## src/core/rtcsp_defs.vh

```
/*
 constants of the clock/RAM serial slave port: address map wrap points,
 control byte field positions, reset values and internal latencies.
 assumes it is included by bare name from the core/ design files.
*/
`ifndef RTCSP_DEFS_VH
`define RTCSP_DEFS_VH

// address byte layout
`define RTCSP_DIR_BIT       7
`define RTCSP_DIR_READ      1'b0
`define RTCSP_DIR_WRITE     1'b1

// pointer wrap points, low seven bits of the address
`define RTCSP_CLK_WRAP      7'h1f
`define RTCSP_CLK_BASE      7'h00
`define RTCSP_RAM_WRAP      7'h7f
`define RTCSP_RAM_BASE      7'h20
`define RTCSP_PTR_STEP      7'h01

// control register write address and its lock bit
`define RTCSP_CTRL_WR_ADDR  8'h8f
`define RTCSP_WP_BIT        6
`define RTCSP_WP_RESET      1'b1

// bit counter
`define RTCSP_BIT_LAST      3'h7
`define RTCSP_BIT_ZERO      3'h0
`define RTCSP_BIT_STEP      3'h1

// cycles from a new read address to sampling the read data
`define RTCSP_RD_LAT        2'h2

// write buffer shape
`define RTCSP_FIFO_WIDTH    16
`define RTCSP_FIFO_DEPTH    16
`define RTCSP_FIFO_AW       4

`endif

```

## src/core/rtcsp_fifo.v

```verilog
/*
 synchronous flip-flop FIFO with valid/ready on both sides.
 assumes one clock, an active-low asynchronous reset and a clock enable
 that freezes all state.
*/
`timescale 1ns/1ps
`default_nettype none

module rtcsp_fifo #(
	parameter WIDTH = 16,
	parameter DEPTH = 16,
	parameter AW    = 4
)(
	input  wire             ref_clk,
	input  wire             nrst,
	input  wire             clkEn,
	input  wire             inValid,
	output wire             inReady,
	input  wire [WIDTH-1:0] inData,
	output wire             outValid,
	input  wire             outReady,
	output wire [WIDTH-1:0] outData
);

	localparam integer  LAST_INT = DEPTH - 1;
	localparam [AW:0]   FULL_CNT = DEPTH[AW:0];
	localparam [AW-1:0] LAST_IDX = LAST_INT[AW-1:0];
	localparam [AW:0]   CNT_ONE  = {{AW{1'b0}}, 1'b1};
	localparam [AW-1:0] IDX_ONE  = CNT_ONE[AW-1:0];

	reg [WIDTH-1:0] mem_ff [0:DEPTH-1];
	reg [AW-1:0]    wrPtr_ff;
	reg [AW-1:0]    rdPtr_ff;
	reg [AW:0]      count_ff;

	wire push;
	wire pop;

	// depth need not be a power of two; a one-bit index must still work
	function [AW-1:0] incPtr;
		input [AW-1:0] p;
		begin
			incPtr = (p == LAST_IDX) ? {AW{1'b0}} : p + IDX_ONE;
		end
	endfunction

	assign inReady  = (count_ff != FULL_CNT);
	assign outValid = (count_ff != {(AW+1){1'b0}});
	assign outData  = mem_ff[rdPtr_ff];
	assign push     = inValid & inReady;
	assign pop      = outValid & outReady;

	// storage carries no reset; only the pointers define its contents
	always @(posedge ref_clk) begin
		if (clkEn && push) begin
			mem_ff[wrPtr_ff] <= inData;
		end
	end

	always @(posedge ref_clk or negedge nrst) begin
		if (!nrst) begin
			wrPtr_ff <= {AW{1'b0}};
			rdPtr_ff <= {AW{1'b0}};
			count_ff <= {(AW+1){1'b0}};
		end else if (clkEn) begin
			if (push) begin
				wrPtr_ff <= incPtr(wrPtr_ff);
			end
			if (pop) begin
				rdPtr_ff <= incPtr(rdPtr_ff);
			end
			if (push && !pop) begin
				count_ff <= count_ff + CNT_ONE;
			end else if (pop && !push) begin
				count_ff <= count_ff - CNT_ONE;
			end
		end
	end

endmodule // rtcsp_fifo

`default_nettype wire

```

## src/core/rtcsp_serial_port.v

```verilog
/*
 serial slave port of a clock/RAM device: frames on chip select, decodes the
 address byte, streams data bytes with an auto-wrapping pointer, in four-wire
 or three-wire mode.
 assumes pins are asynchronous to ref_clk and run far slower (sclk at most a
 few MHz); write data leaves through a FIFO toward the register/RAM store,
 read data is returned by that store on rdData within two cycles of rdAddr.
*/
`timescale 1ns/1ps
`default_nettype none
`include "rtcsp_defs.vh"

module rtcsp_serial_port #(
	parameter FIFO_DEPTH = `RTCSP_FIFO_DEPTH,
	parameter FIFO_AW    = `RTCSP_FIFO_AW
)(
	input  wire       ref_clk,
	input  wire       nrst,
	input  wire       clkEn,
	input  wire       interfaceSelectPin,
	input  wire       chipSel,
	input  wire       sclk,
	input  wire       serialInLine,
	output wire       serialOutLine,
	output wire       serialOutEn_n,
	output wire       wrValid,
	input  wire       wrReady,
	output wire [7:0] wrAddr,
	output wire [7:0] wrData,
	output wire [7:0] rdAddr,
	output wire       rdStrobe,
	input  wire [7:0] rdData,
	output wire       wpLock,
	output wire       frameActive,
	output wire       fourWireMode,
	output wire       wrOverrun
);

	localparam [2:0] ST_IDLE = 3'h1;
	localparam [2:0] ST_ADDR = 3'h2;
	localparam [2:0] ST_DATA = 3'h4;

	// pin synchronisers: bit 0 sclk, 1 chip select, 2 data in, 3 strap
	reg [3:0]  syncA_ff;
	reg [3:0]  syncB_ff;
	reg        prevSclk_ff;
	reg        prevCs_ff;

	reg [2:0]  state_ff;
	reg [2:0]  bitCnt_ff;
	reg [7:0]  rxSr_ff;
	reg [7:0]  txSr_ff;
	reg        outBit_ff;
	reg        dir_ff;
	reg [6:0]  ptr_ff;
	reg        fourWire_ff;
	reg        cpol_ff;
	reg [7:0]  rdAddr_ff;
	reg        rdStrobe_ff;
	reg [1:0]  loadCnt_ff;
	reg        wp_ff;
	reg        pendValid_ff;
	reg [15:0] pendWord_ff;
	reg        overrun_ff;

	reg [2:0]  nxt_state;
	reg [2:0]  nxt_bitCnt;
	reg [7:0]  nxt_rxSr;
	reg [7:0]  nxt_txSr;
	reg        nxt_outBit;
	reg        nxt_dir;
	reg [6:0]  nxt_ptr;
	reg        nxt_fourWire;
	reg        nxt_cpol;
	reg [7:0]  nxt_rdAddr;
	reg        nxt_rdStrobe;
	reg [1:0]  nxt_loadCnt;
	reg        nxt_wp;
	reg        nxt_pendValid;
	reg [15:0] nxt_pendWord;
	reg        nxt_overrun;

	wire       sclkS;
	wire       csS;
	wire       sinS;
	wire       modeS;
	wire       sclkRise;
	wire       sclkFall;
	wire       csRise;
	wire       csFall;
	wire       strobeEdge;
	wire       shiftEdge;
	wire [7:0] rxNext;
	wire       byteDone;
	wire [7:0] wrByteAddr;
	wire       fifoInReady;
	wire [15:0] fifoOut;

	// both wrap points live in the low seven bits; direction rides above
	function [6:0] nextPtr;
		input [6:0] p;
		begin
			if (p == `RTCSP_CLK_WRAP) begin
				nextPtr = `RTCSP_CLK_BASE;
			end else if (p == `RTCSP_RAM_WRAP) begin
				nextPtr = `RTCSP_RAM_BASE;
			end else begin
				nextPtr = p + `RTCSP_PTR_STEP;
			end
		end
	endfunction

	assign sclkS = syncB_ff[0];
	assign csS   = syncB_ff[1];
	assign sinS  = syncB_ff[2];
	assign modeS = syncB_ff[3];

	assign sclkRise = sclkS & ~prevSclk_ff;
	assign sclkFall = ~sclkS & prevSclk_ff;
	assign csRise   = csS & ~prevCs_ff;
	assign csFall   = ~csS & prevCs_ff;

	// idle-high four-wire and three-wire both strobe on the rising edge
	assign strobeEdge = (~fourWire_ff | cpol_ff) ? sclkRise : sclkFall;
	assign shiftEdge  = (~fourWire_ff | cpol_ff) ? sclkFall : sclkRise;

	assign rxNext   = fourWire_ff ? {rxSr_ff[6:0], sinS} : {sinS, rxSr_ff[7:1]};
	assign byteDone = strobeEdge & (bitCnt_ff == `RTCSP_BIT_LAST);
	assign wrByteAddr = {`RTCSP_DIR_WRITE, ptr_ff};

	// sync lag means the line releases a few cycles after chip select falls
	assign serialOutEn_n = ~((state_ff == ST_DATA) & (dir_ff == `RTCSP_DIR_READ) & csS);
	assign serialOutLine = outBit_ff;
	assign rdAddr        = rdAddr_ff;
	assign rdStrobe      = rdStrobe_ff;
	assign wpLock        = wp_ff;
	assign frameActive   = (state_ff != ST_IDLE);
	assign fourWireMode  = fourWire_ff;
	assign wrOverrun     = overrun_ff;
	assign wrAddr        = fifoOut[15:8];
	assign wrData        = fifoOut[7:0];

	always @* begin
		nxt_state     = state_ff;
		nxt_bitCnt    = bitCnt_ff;
		nxt_rxSr      = rxSr_ff;
		nxt_txSr      = txSr_ff;
		nxt_outBit    = outBit_ff;
		nxt_dir       = dir_ff;
		nxt_ptr       = ptr_ff;
		nxt_fourWire  = fourWire_ff;
		nxt_cpol      = cpol_ff;
		nxt_rdAddr    = rdAddr_ff;
		nxt_rdStrobe  = 1'b0;
		nxt_loadCnt   = loadCnt_ff;
		nxt_wp        = wp_ff;
		nxt_pendValid = pendValid_ff;
		nxt_pendWord  = pendWord_ff;
		nxt_overrun   = overrun_ff;

		// pending write drains first so a new byte in the same cycle wins
		if (pendValid_ff && fifoInReady) begin
			nxt_pendValid = 1'b0;
		end

		// read data sampled once the store has had time to answer
		if (loadCnt_ff != 2'h0) begin
			nxt_loadCnt = loadCnt_ff - 2'h1;
			if (loadCnt_ff == 2'h1) begin
				nxt_txSr = rdData;
			end
		end

		case (state_ff)
			ST_IDLE: begin
				if (csRise) begin
					nxt_state    = ST_ADDR;
					nxt_bitCnt   = `RTCSP_BIT_ZERO;
					nxt_fourWire = modeS;
					nxt_cpol     = sclkS;
					nxt_overrun  = 1'b0;
				end
			end
			ST_ADDR: begin
				if (csFall) begin
					nxt_state = ST_IDLE;
				end else if (strobeEdge) begin
					nxt_rxSr   = rxNext;
					nxt_bitCnt = bitCnt_ff + `RTCSP_BIT_STEP;
					if (byteDone) begin
						nxt_state = ST_DATA;
						nxt_dir   = rxNext[`RTCSP_DIR_BIT];
						nxt_ptr   = rxNext[6:0];
						if (rxNext[`RTCSP_DIR_BIT] == `RTCSP_DIR_READ) begin
							nxt_rdAddr   = {`RTCSP_DIR_READ, rxNext[6:0]};
							nxt_rdStrobe = 1'b1;
							nxt_loadCnt  = `RTCSP_RD_LAT;
						end
					end
				end
			end
			ST_DATA: begin
				if (csFall) begin
					nxt_state = ST_IDLE;
				end else begin
					if (strobeEdge) begin
						nxt_rxSr   = rxNext;
						nxt_bitCnt = bitCnt_ff + `RTCSP_BIT_STEP;
					end
					if (byteDone) begin
						nxt_ptr = nextPtr(ptr_ff);
						if (dir_ff == `RTCSP_DIR_WRITE) begin
							// lock blocks everything; only the lock bit itself may drop
							if (wrByteAddr == `RTCSP_CTRL_WR_ADDR) begin
								nxt_wp = rxNext[`RTCSP_WP_BIT];
							end
							if (!wp_ff) begin
								if (pendValid_ff && !fifoInReady) begin
									nxt_overrun = 1'b1;
								end else begin
									nxt_pendValid = 1'b1;
									nxt_pendWord  = {wrByteAddr, rxNext};
								end
							end
						end else begin
							nxt_rdAddr   = {`RTCSP_DIR_READ, nextPtr(ptr_ff)};
							nxt_rdStrobe = 1'b1;
							nxt_loadCnt  = `RTCSP_RD_LAT;
						end
					end
					if (shiftEdge && (dir_ff == `RTCSP_DIR_READ)) begin
						nxt_outBit = fourWire_ff ? txSr_ff[7] : txSr_ff[0];
						nxt_txSr   = fourWire_ff ? {txSr_ff[6:0], 1'b0} : {1'b0, txSr_ff[7:1]};
					end
				end
			end
			default: begin
				nxt_state = ST_IDLE;
			end
		endcase
	end

	// first stage feeds only the second stage
	always @(posedge ref_clk or negedge nrst) begin
		if (!nrst) begin
			syncA_ff    <= 4'h0;
			syncB_ff    <= 4'h0;
			prevSclk_ff <= 1'b0;
			prevCs_ff   <= 1'b0;
		end else if (clkEn) begin
			syncA_ff    <= {interfaceSelectPin, serialInLine, chipSel, sclk};
			syncB_ff    <= syncA_ff;
			prevSclk_ff <= syncB_ff[0];
			prevCs_ff   <= syncB_ff[1];
		end
	end

	always @(posedge ref_clk or negedge nrst) begin
		if (!nrst) begin
			state_ff     <= ST_IDLE;
			bitCnt_ff    <= `RTCSP_BIT_ZERO;
			rxSr_ff      <= 8'h00;
			txSr_ff      <= 8'h00;
			outBit_ff    <= 1'b0;
			dir_ff       <= `RTCSP_DIR_READ;
			ptr_ff       <= 7'h00;
			fourWire_ff  <= 1'b0;
			cpol_ff      <= 1'b0;
			rdAddr_ff    <= 8'h00;
			rdStrobe_ff  <= 1'b0;
			loadCnt_ff   <= 2'h0;
			wp_ff        <= `RTCSP_WP_RESET;
			pendValid_ff <= 1'b0;
			pendWord_ff  <= 16'h0000;
			overrun_ff   <= 1'b0;
		end else if (clkEn) begin
			state_ff     <= nxt_state;
			bitCnt_ff    <= nxt_bitCnt;
			rxSr_ff      <= nxt_rxSr;
			txSr_ff      <= nxt_txSr;
			outBit_ff    <= nxt_outBit;
			dir_ff       <= nxt_dir;
			ptr_ff       <= nxt_ptr;
			fourWire_ff  <= nxt_fourWire;
			cpol_ff      <= nxt_cpol;
			rdAddr_ff    <= nxt_rdAddr;
			rdStrobe_ff  <= nxt_rdStrobe;
			loadCnt_ff   <= nxt_loadCnt;
			wp_ff        <= nxt_wp;
			pendValid_ff <= nxt_pendValid;
			pendWord_ff  <= nxt_pendWord;
			overrun_ff   <= nxt_overrun;
		end
	end

	// buffer lets the store stall for up to FIFO_DEPTH words plus the pending one; a further byte is dropped and flagged on wrOverrun
	rtcsp_fifo #(
		.WIDTH (`RTCSP_FIFO_WIDTH),
		.DEPTH (FIFO_DEPTH),
		.AW    (FIFO_AW)
	) u_wrFifo (
		.ref_clk  (ref_clk),
		.nrst     (nrst),
		.clkEn    (clkEn),
		.inValid  (pendValid_ff),
		.inReady  (fifoInReady),
		.inData   (pendWord_ff),
		.outValid (wrValid),
		.outReady (wrReady),
		.outData  (fifoOut)
	);

endmodule // rtcsp_serial_port

`default_nettype wire

```

## config.mk

```make
export PLATFORM = sky130hd
export DESIGN_NAME = rtcsp_serial_port
export DESIGN_NICKNAME = d
export VERILOG_FILES = /design/src/core/rtcsp_fifo.v /design/src/core/rtcsp_serial_port.v
export VERILOG_INCLUDE_DIRS = /design/src /design/src/core
export SDC_FILE = /design/constraint.sdc
export NUM_CORES = 1
export LEC_CHECK = 0
export BUFFER_PORTS_ARGS = -buffer_cell sky130_fd_sc_hd__buf_2
export CORE_MARGIN = 5
export CORE_UTILIZATION = 63
export CTS_BUF_LIST = sky130_fd_sc_hd__clkbuf_8
export DETAILED_ROUTE_END_ITERATION = 7
export GPL_TIMING_DRIVEN = 0
export HOLD_SLACK_MARGIN = 0.08
export PLACE_DENSITY = 0.83
export SETUP_SLACK_MARGIN = 0.05
export SYNTH_ARGS = -nofsm -noshare
export SYNTH_HDL_FRONTEND = slang
export SYNTH_HIERARCHICAL = 1
export SYNTH_SLANG_ARGS = --single-unit
```

## constraint.sdc

```tcl
create_clock -name ref_clk -period 3.88 [get_ports ref_clk]
set_input_delay 0.194 -clock ref_clk [delete_from_list [all_inputs] [get_ports ref_clk]]
set_output_delay 0.194 -clock ref_clk [all_outputs]
set_load 0.01 [all_outputs]
```

==> out/metrics.yaml, run 1 <==
synth:
  synth_edf_count: 256
  synth_fp_nets: 824
  synth_ff_type: "edfxtp_1"
  synthCells: 795
  synth_area_sq_um: 14100
  ys_warn_count: 6
  ys_seq_area_frac: 0.695
  ys_seq_elements: 341
  ys_types: 64
  syn_avg_cell_area_sq_um: 17.8
  async_reset_ff_frac: 0.249
finish:
  final_nets: 950
  antenna_cells: 0
  final_cell_mix: "256 x edfxtp_1, 83 x dfrtp_1, 64 x mux4_2"
  area_growth_pct: 13.1
  layout.cells.non_filler: 1245
  fin_area_sq_um: 16000
  drive_gt1_frac: 0.305
  final_common_cell: "edfxtp_1"
pwr:
  vdd_drop_max_mv: 0.304
  leakagePower_nw: 6.68
  power_mw: 6.96
  power_density_nw_per_um2: 435
cts:
  tritoncts: "yes"
  cts-root-buf: "clkbuf_8"
  ctsHoldBuffers: 14
  clock_latency_ns: 0.57
  cts.sinks: 341
  cts_resized: 0
  cts_setup_buffers: 0
  clkTransAtPathRegs_ns: 0.06
  htreeDepth: 2
  cts_buffer_depth: 3
  cts_buffers: 52
drt:
  wl_per_cell_um: 21.9
  dr.max_layer_used: "met4"
  drc: 0
  drtPass1Iterations: 5
  drt_iter0_markers: 501
  via_count: 7576
  wl_met2_um: 13900
  finalWirelength_um: 27200
  met1_length_um: 11100
  antenna_left: 0
  wl_met3_um: 1650
  via_per_inst: 6.09
outcome:
  status: "completed"
sta:
  rsz0062_at_grt: "no"
  holdWs_ns: 0.162
  slew_violations: 0
  worst_pin_slew_ns: 1.03
  skew_ns: 0.0176
  maxSlewHeadroom: 0.314
  hold_viol: 0
  setup_viol: 0
  min_period_ns: 2.90
  tns_ns: 0
  max_freq_mhz: 344
  period_share: 0.748
global_route:
  grt_antenna_before_repair: 0
  grt_pass1_wl_um: 43900
  grt_max_degree: 46
  gr-total-overflow: 0
  grtUsageTotal: 0.218
  first_global_vias: 7986
worst_setup_path:
  end_kind: "flop"
  cp_top_family: "compound AO/OA/AOI/OAI gates"
  path_class: "reg -> reg"
  critPathMaxStageDelay_ns: 0.48
  crit_arrival_ns: 3.33
  critPathRequiredTime_ns: 4.31
  critPathSlowestCell: "fa_1"
  crit_top_cell: "nand2_1"
  path_buf_inv: 1
  path_cells: "nor4_1 -> nand2_1 -> nand2_1 -> ha_1 -> inv_1 -> fa_1 -> a21o_1 -> a2111oi_0 -> o31ai_1"
  path_max_fanout: 6
  critPathLaunchType: "flop"
job:
  maxCapViolCount: 0
die:
  core_sq_um: 22000
  die_x_um: 160
  die_y_um: 160
  design.die.area_sq_um: 25500
  initial_core_util: 0.643
  io_pins: 48
  fp-row-count: 54
hold_path:
  min_path_type: "in -> async"
placement:
  port_buffers: 46
  placed_cells: 1133
  placed_cell_area_sq_um: 14900
  gp_congestion: 0.848
  post-dp-hpwl_um: 18200
## report_power, final
group	internal (mW)	switching (mW)
Combinational	0.180	0.211
Sequential	3.94	0.0414
Clock	1.29	1.29
Total	5.41	1.54
## area by class of cell
cell class	instances	area [sq um]
Sequential cell	341	9820
Fill cell	1283	5980
Multi-Input combinational cell	397	4010
Clock buffer	54	743
Timing Repair Buffer	72	543
Tap cell	280	350
Buffer	39	263
Clock inverter	44	184
Inverter	18	67.6
## cell families (layout without fill, tap and decap cells)
kind of cell | count (synthesis) | after routing | share of synthesized area
flops | 341 | 341 | 0.695
xor+xnor | 10 | 10 | 0.00620
buf+inv | 57 | 227 | 0.0234
simple gates | 139 | 139 | 0.0489
mux | 136 | 136 | 0.163
other cells | 1 | 1 | 0.000265
fa+ha+maj | 13 | 13 | 0.0120
compound gates | 98 | 98 | 0.0511
## cell usage after synthesis (3+ instances only)
library cell / number / area (sq um)
and2_1: 3 / 18.8
nor2b_1: 4 / 25.0
nor2_1: 40 / 150
buf_2: 12 / 60.1
o31ai_1: 5 / 37.5
a21o_1: 6 / 45.0
edfxtp_1: 256 / 7690
buf_4: 3 / 22.5
buf_6: 4 / 45.0
dfrtp_1: 83 / 2080
nor3_1: 11 / 55.1
mux2_4: 17 / 255
mux2_1: 4 / 45.0
a22oi_1: 30 / 225
clkbuf_1: 14 / 52.6
o21ai_1: 4 / 20.0
xnor2_1: 6 / 52.6
nand3_1: 13 / 65.1
inv_1: 18 / 67.6
o21ai_0: 7 / 35.0
o221ai_1: 3 / 26.3
nand2_1: 42 / 158
ha_1: 12 / 150
mux2_2: 41 / 462
mux2i_1: 10 / 100
buf_12: 3 / 60.1
a21oi_1: 17 / 85.1
a211oi_1: 7 / 52.6
nand2b_1: 4 / 25.0
xor2_1: 4 / 35.0
a31oi_1: 3 / 18.8
mux4_2: 64 / 1440
## flip-flops by register name, indices dropped and copies added (netlist names), 2 cells and up
name and flops:
rdAddr 7, u_wrFifo/wrPtr_ff 4, u_wrFifo/count_ff 5, rxSr_ff 8, ptr_ff 7, u_wrFifo/mem_ff 256
pendWord_ff 16, syncA_ff 4, state_ff 3, txSr_ff 8, syncB_ff 4, u_wrFifo/rdPtr_ff 4
bitCnt_ff 3, loadCnt_ff 2
## metal layers
metal  global-route usage  up-vias
li1                     -     3403
met1                0.297     3868
met2                0.369      258
met3               0.0425       47
met4               0.0564        0
met5                    0        -
## final timing paths
path | slack [ns] | cells after the start | to | start
max | 0.98 | 9 | u_wrFifo/count_ff[4]$_DFFE_PN0P_ | u_wrFifo/count_ff[0]$_DFFE_PN0P_
max reg2reg | 0.98 | 9 | u_wrFifo/count_ff[4]$_DFFE_PN0P_ | u_wrFifo/count_ff[0]$_DFFE_PN0P_
min in group ref_clk | 0.22 | 4 | prevCs_ff$_DFFE_PN0P_ | clkEn
max in group asynchronous | 3.03 | 3 | wpLock$_DFFE_PN1P_ | nrst
min | 0.16 | 2 | txSr_ff[3]$_DFFE_PN0P_ | nrst
min reg2reg | 0.50 | 1 | wrOverrun$_DFFE_PN0P_ | wrOverrun$_DFFE_PN0P_
## through the flow
step           setup slack [ns]   util
6_report                  0.976  0.728
3_5_place_dp              0.996  0.679
3_3_place_gp               1.01  0.670
4_1_cts                   0.951  0.727
2_1_floorplan              1.24      -
5_1_grt                   0.548  0.728
## worst reg2reg max path: stages, from the launching register on
cell	delay, ns
dfrtp_1	0.44
nor4_1	0.46
nand2_1	0.14
nand2_1	0.09
ha_1	0.22
inv_1	0.16
fa_1	0.48
a21o_1	0.20
a2111oi_0	0.44
o31ai_1	0.14
Note: power is estimated with default switching activity, not from simulation.
==> run 2: changes to the inputs <==
CORE_UTILIZATION = 58   (was 63)
PLACE_DENSITY = 0.8   (was 0.83)
clock period = 2.6 ns   (was 3.88 ns; I/O delays follow)
==> run 2 against run 1 <==
Effect of this change: clock-buffer cell count rose by 1; highest routed layer unchanged; clock power rose by 52%; worst setup slack got worse by 0.89 ns; routed wire length rose by 5.4%; final area rose by 2.3%; die area rose by 8.1%; register-to-register slack got worse by 0.84 ns; final cell count rose by 4.2%; sequential share of layout area fell by 1.3 points; critical path type is now reg -> out; clock skew rose by 0.017 ns; worst hold slack got worse by 0.018 ns.
==> out/metrics.yaml, run 2 (same netlist as run 1, synthesis figures left out) <==
pwr:
  switchingPower_mw: 2.33  # was 1.54 mW
  p_seq_frac: 0.569  # was 0.572
  leakagePower_nw: 6.76  # was 6.68 nW
  comb_power_share: 0.056  # about the same
  swShare: 0.224  # was 0.222
  vdd_drop_max_mv: 0.556  # was 0.304 mV
  p_int_mw: 8.10  # was 5.41 mW
  power_density_nw_per_um2: 639  # was 435 nW/um^2
  p_clk_frac: 0.375  # was 0.372
global_route:
  grt_antenna_before_repair: 0  # unchanged
  top_usage_layer: "met2"  # unchanged
  grt_max_degree: 50  # was 46
  grt_util_met1: 0.275  # was 0.297
  grt_pass1_wl_um: 44900  # was 43900 um
  gr-total-overflow: 0  # unchanged
  first_global_vias: 8092  # was 7986
  use_met2: 0.347  # was 0.369
  met3_usage: 0.0376  # was 0.0425
  grtUsageTotal: 0.206  # was 0.218
sta:
  skew_ns: 0.0345  # was 0.0176 ns
  holdWs_ns: 0.145  # was 0.162 ns
  hold_viol: 0  # unchanged
  max_freq_mhz: 398
  worst_pin_slew_ns: 1.05  # was 1.03 ns
  tns_ns: 0  # unchanged
  maxSlewHeadroom: 0.301  # was 0.314
  period_share: 0.967
  rsz0062_at_grt: "yes"  # was no
  setup_viol: 0  # unchanged
  slew_violations: 0  # unchanged
  setup_ws_ns: 0.0865  # was 0.976 ns
  min_period_ns: 2.51
finish:
  utilization: 0.676  # was 0.728
  final_cell_mix: "256 x edfxtp_1, 81 x dfrtp_1, 64 x mux4_2"  # was 256 x edfxtp_1, 83 x dfrtp_1, 64 x mux4_2
  reg_top3: "u_wrFifo/mem_ff (256), pendWord_ff (16)"  # unchanged
  largest_reg_flops: 256  # unchanged
  antenna_cells: 0  # unchanged
  regMostFlops: "u_wrFifo/mem_ff"  # unchanged
  final_common_cell: "edfxtp_1"  # unchanged
  fin_area_sq_um: 16300  # was 16000 sq um
  drive_gt1_frac: 0.349  # was 0.305
  area_growth_pct: 15.7  # was 13.1%
  final_nets: 961  # was 950
placement:
  post-dp-hpwl_um: 18600  # was 18200 um
  port_buffers: 46  # unchanged
  placed_cell_area_sq_um: 15000  # was 14900 sq um
  gp_congestion: 0.827  # was 0.848
  pre_cts_ws_ns: -0.0583  # was 0.996 ns
hold_path:
  min_path_type: "in -> reg"  # was in -> async
drt:
  wl_per_cell_um: 22.1  # was 21.9 um
  drtPass1Iterations: 5  # unchanged
  finalWirelength_um: 28700  # was 27200 um
  drc: 0  # unchanged
  via_count: 7728  # was 7576
  drt_iter0_markers: 760  # was 501
  antenna_left: 0  # unchanged
  via_per_inst: 5.96  # was 6.09
outcome:
  status: "completed"  # unchanged
cts:
  cts.sinks: 341  # unchanged
  clkTransAtPathRegs_ns: 0.06  # about the same
  clock_latency_ns: 0.59  # was 0.57 ns
  cts-root-buf: "clkbuf_8"  # unchanged
  htreeDepth: 2  # unchanged
  cts_buffers: 53  # was 52
  cts_buffer_depth: 3  # unchanged
  tritoncts: "yes"  # unchanged
die:
  die_x_um: 166  # was 160 um
  core_sq_um: 24200  # was 22000 sq um
  die_y_um: 166  # was 160 um
  initial_core_util: 0.584  # was 0.643
  fp-row-count: 57  # was 54
  design.die.area_sq_um: 27600  # was 25500 sq um
  io_pins: 48  # unchanged
worst_setup_path:
  critPathRequiredTime_ns: 2.47  # was 4.31 ns
  critPathLaunchType: "flop"  # unchanged
  path_max_fanout: 7  # was 6
  end_kind: "output pin"  # was flop
  crit_arrival_ns: 2.38  # was 3.33 ns
  path_class: "reg -> out"  # was reg -> reg
job:
  maxCapViolCount: 0  # unchanged
## run 2: cell types whose count changed in the layout (fill, tap and decap cells not counted), moves of 3 or more
cell	before	now
a22oi_1	30	16
a22oi_2	2	16
buf_12	3	6
buf_2	57	52
buf_4	7	16
buf_6	4	7
clkbuf_1	14	6
clkbuf_2	0	7
clkinv_1	9	14
inv_1	48	38
nor2_1	27	23
nor2_2	13	17
## run 2: worst paths after layout
check | startpoint | end | slack [ns] | cells past startpoint
setup / recovery | u_wrFifo/rdPtr_ff[0]$_DFFE_PN0P_ | wrData[6] | 0.09 | 7
hold / removal | clkEn | prevCs_ff$_DFFE_PN0P_ | 0.14 | 4
setup reg to reg | u_wrFifo/count_ff[1]$_DFFE_PN0P_ | u_wrFifo/count_ff[4]$_DFFE_PN0P_ | 0.14 | 10
hold reg to reg | syncA_ff[2]$_DFFE_PN0P_ | syncA_ff[2]$_DFFE_PN0P_ | 0.50 | 1
max in group asynchronous | nrst | wpLock$_DFFE_PN1P_ | 1.65 | 4
min in group asynchronous | nrst | state_ff[0]$_DFFE_PN1P_ | 0.65 | 3
## run 2: timing repair
action                                 4_1_cts  5_1_grt
resized for setup                           30       15
endpoints found under the hold margin      100        0
gates cloned                                 0        2
pin swaps                                    3       11
setup endpoints to repair                   17       17
hold buffers                                16        0
setup buffers                                2        7
## run 2: area by class of cell
cell class	instances	area [sq um]
sequential	341	9820
fill	1530	7840
multi-input combinational	397	4140
clock buffer	55	757
timing repair buffer	83	684
tap	324	405
buffer	38	297
clock inverter	41	170
inverter	18	67.6
## run 2: per-layer routing
layer  vias up  share of wire  wire length (um)
met4         0          0.021               616
li1       3419              -                 -
met2       312           0.52             14800
met1      3942           0.40             11400
met3        55          0.066              1890
met5         -              0                 0
## run 2: stage by stage
step                      cells  total power, mW
final                      1297             10.4
after global routing       1297             10.9
after CTS                  1289             10.5
after detailed placement   1175             6.61
after global placement     1165             6.59
after floorplan             795             6.45
## run 2: worst max-delay path: stages (launching register included)
cell	delay [ns]
dfrtp_1	0.36
buf_6	0.13
buf_12	0.16
buf_12	0.14
mux4_2	0.51
a22oi_2	0.27
nand2_1	0.07
buf_2	0.14
## run 2: power groups by stage
stage,registers (mW),clock network [mW],logic [mW]
after floorplan,6.03,0,0.414
after global placement,6.04,0,0.551
after detailed placement,6.04,0,0.565
after CTS,5.94,3.99,0.590
after global routing,5.94,4.31,0.646
final,5.94,3.91,0.589
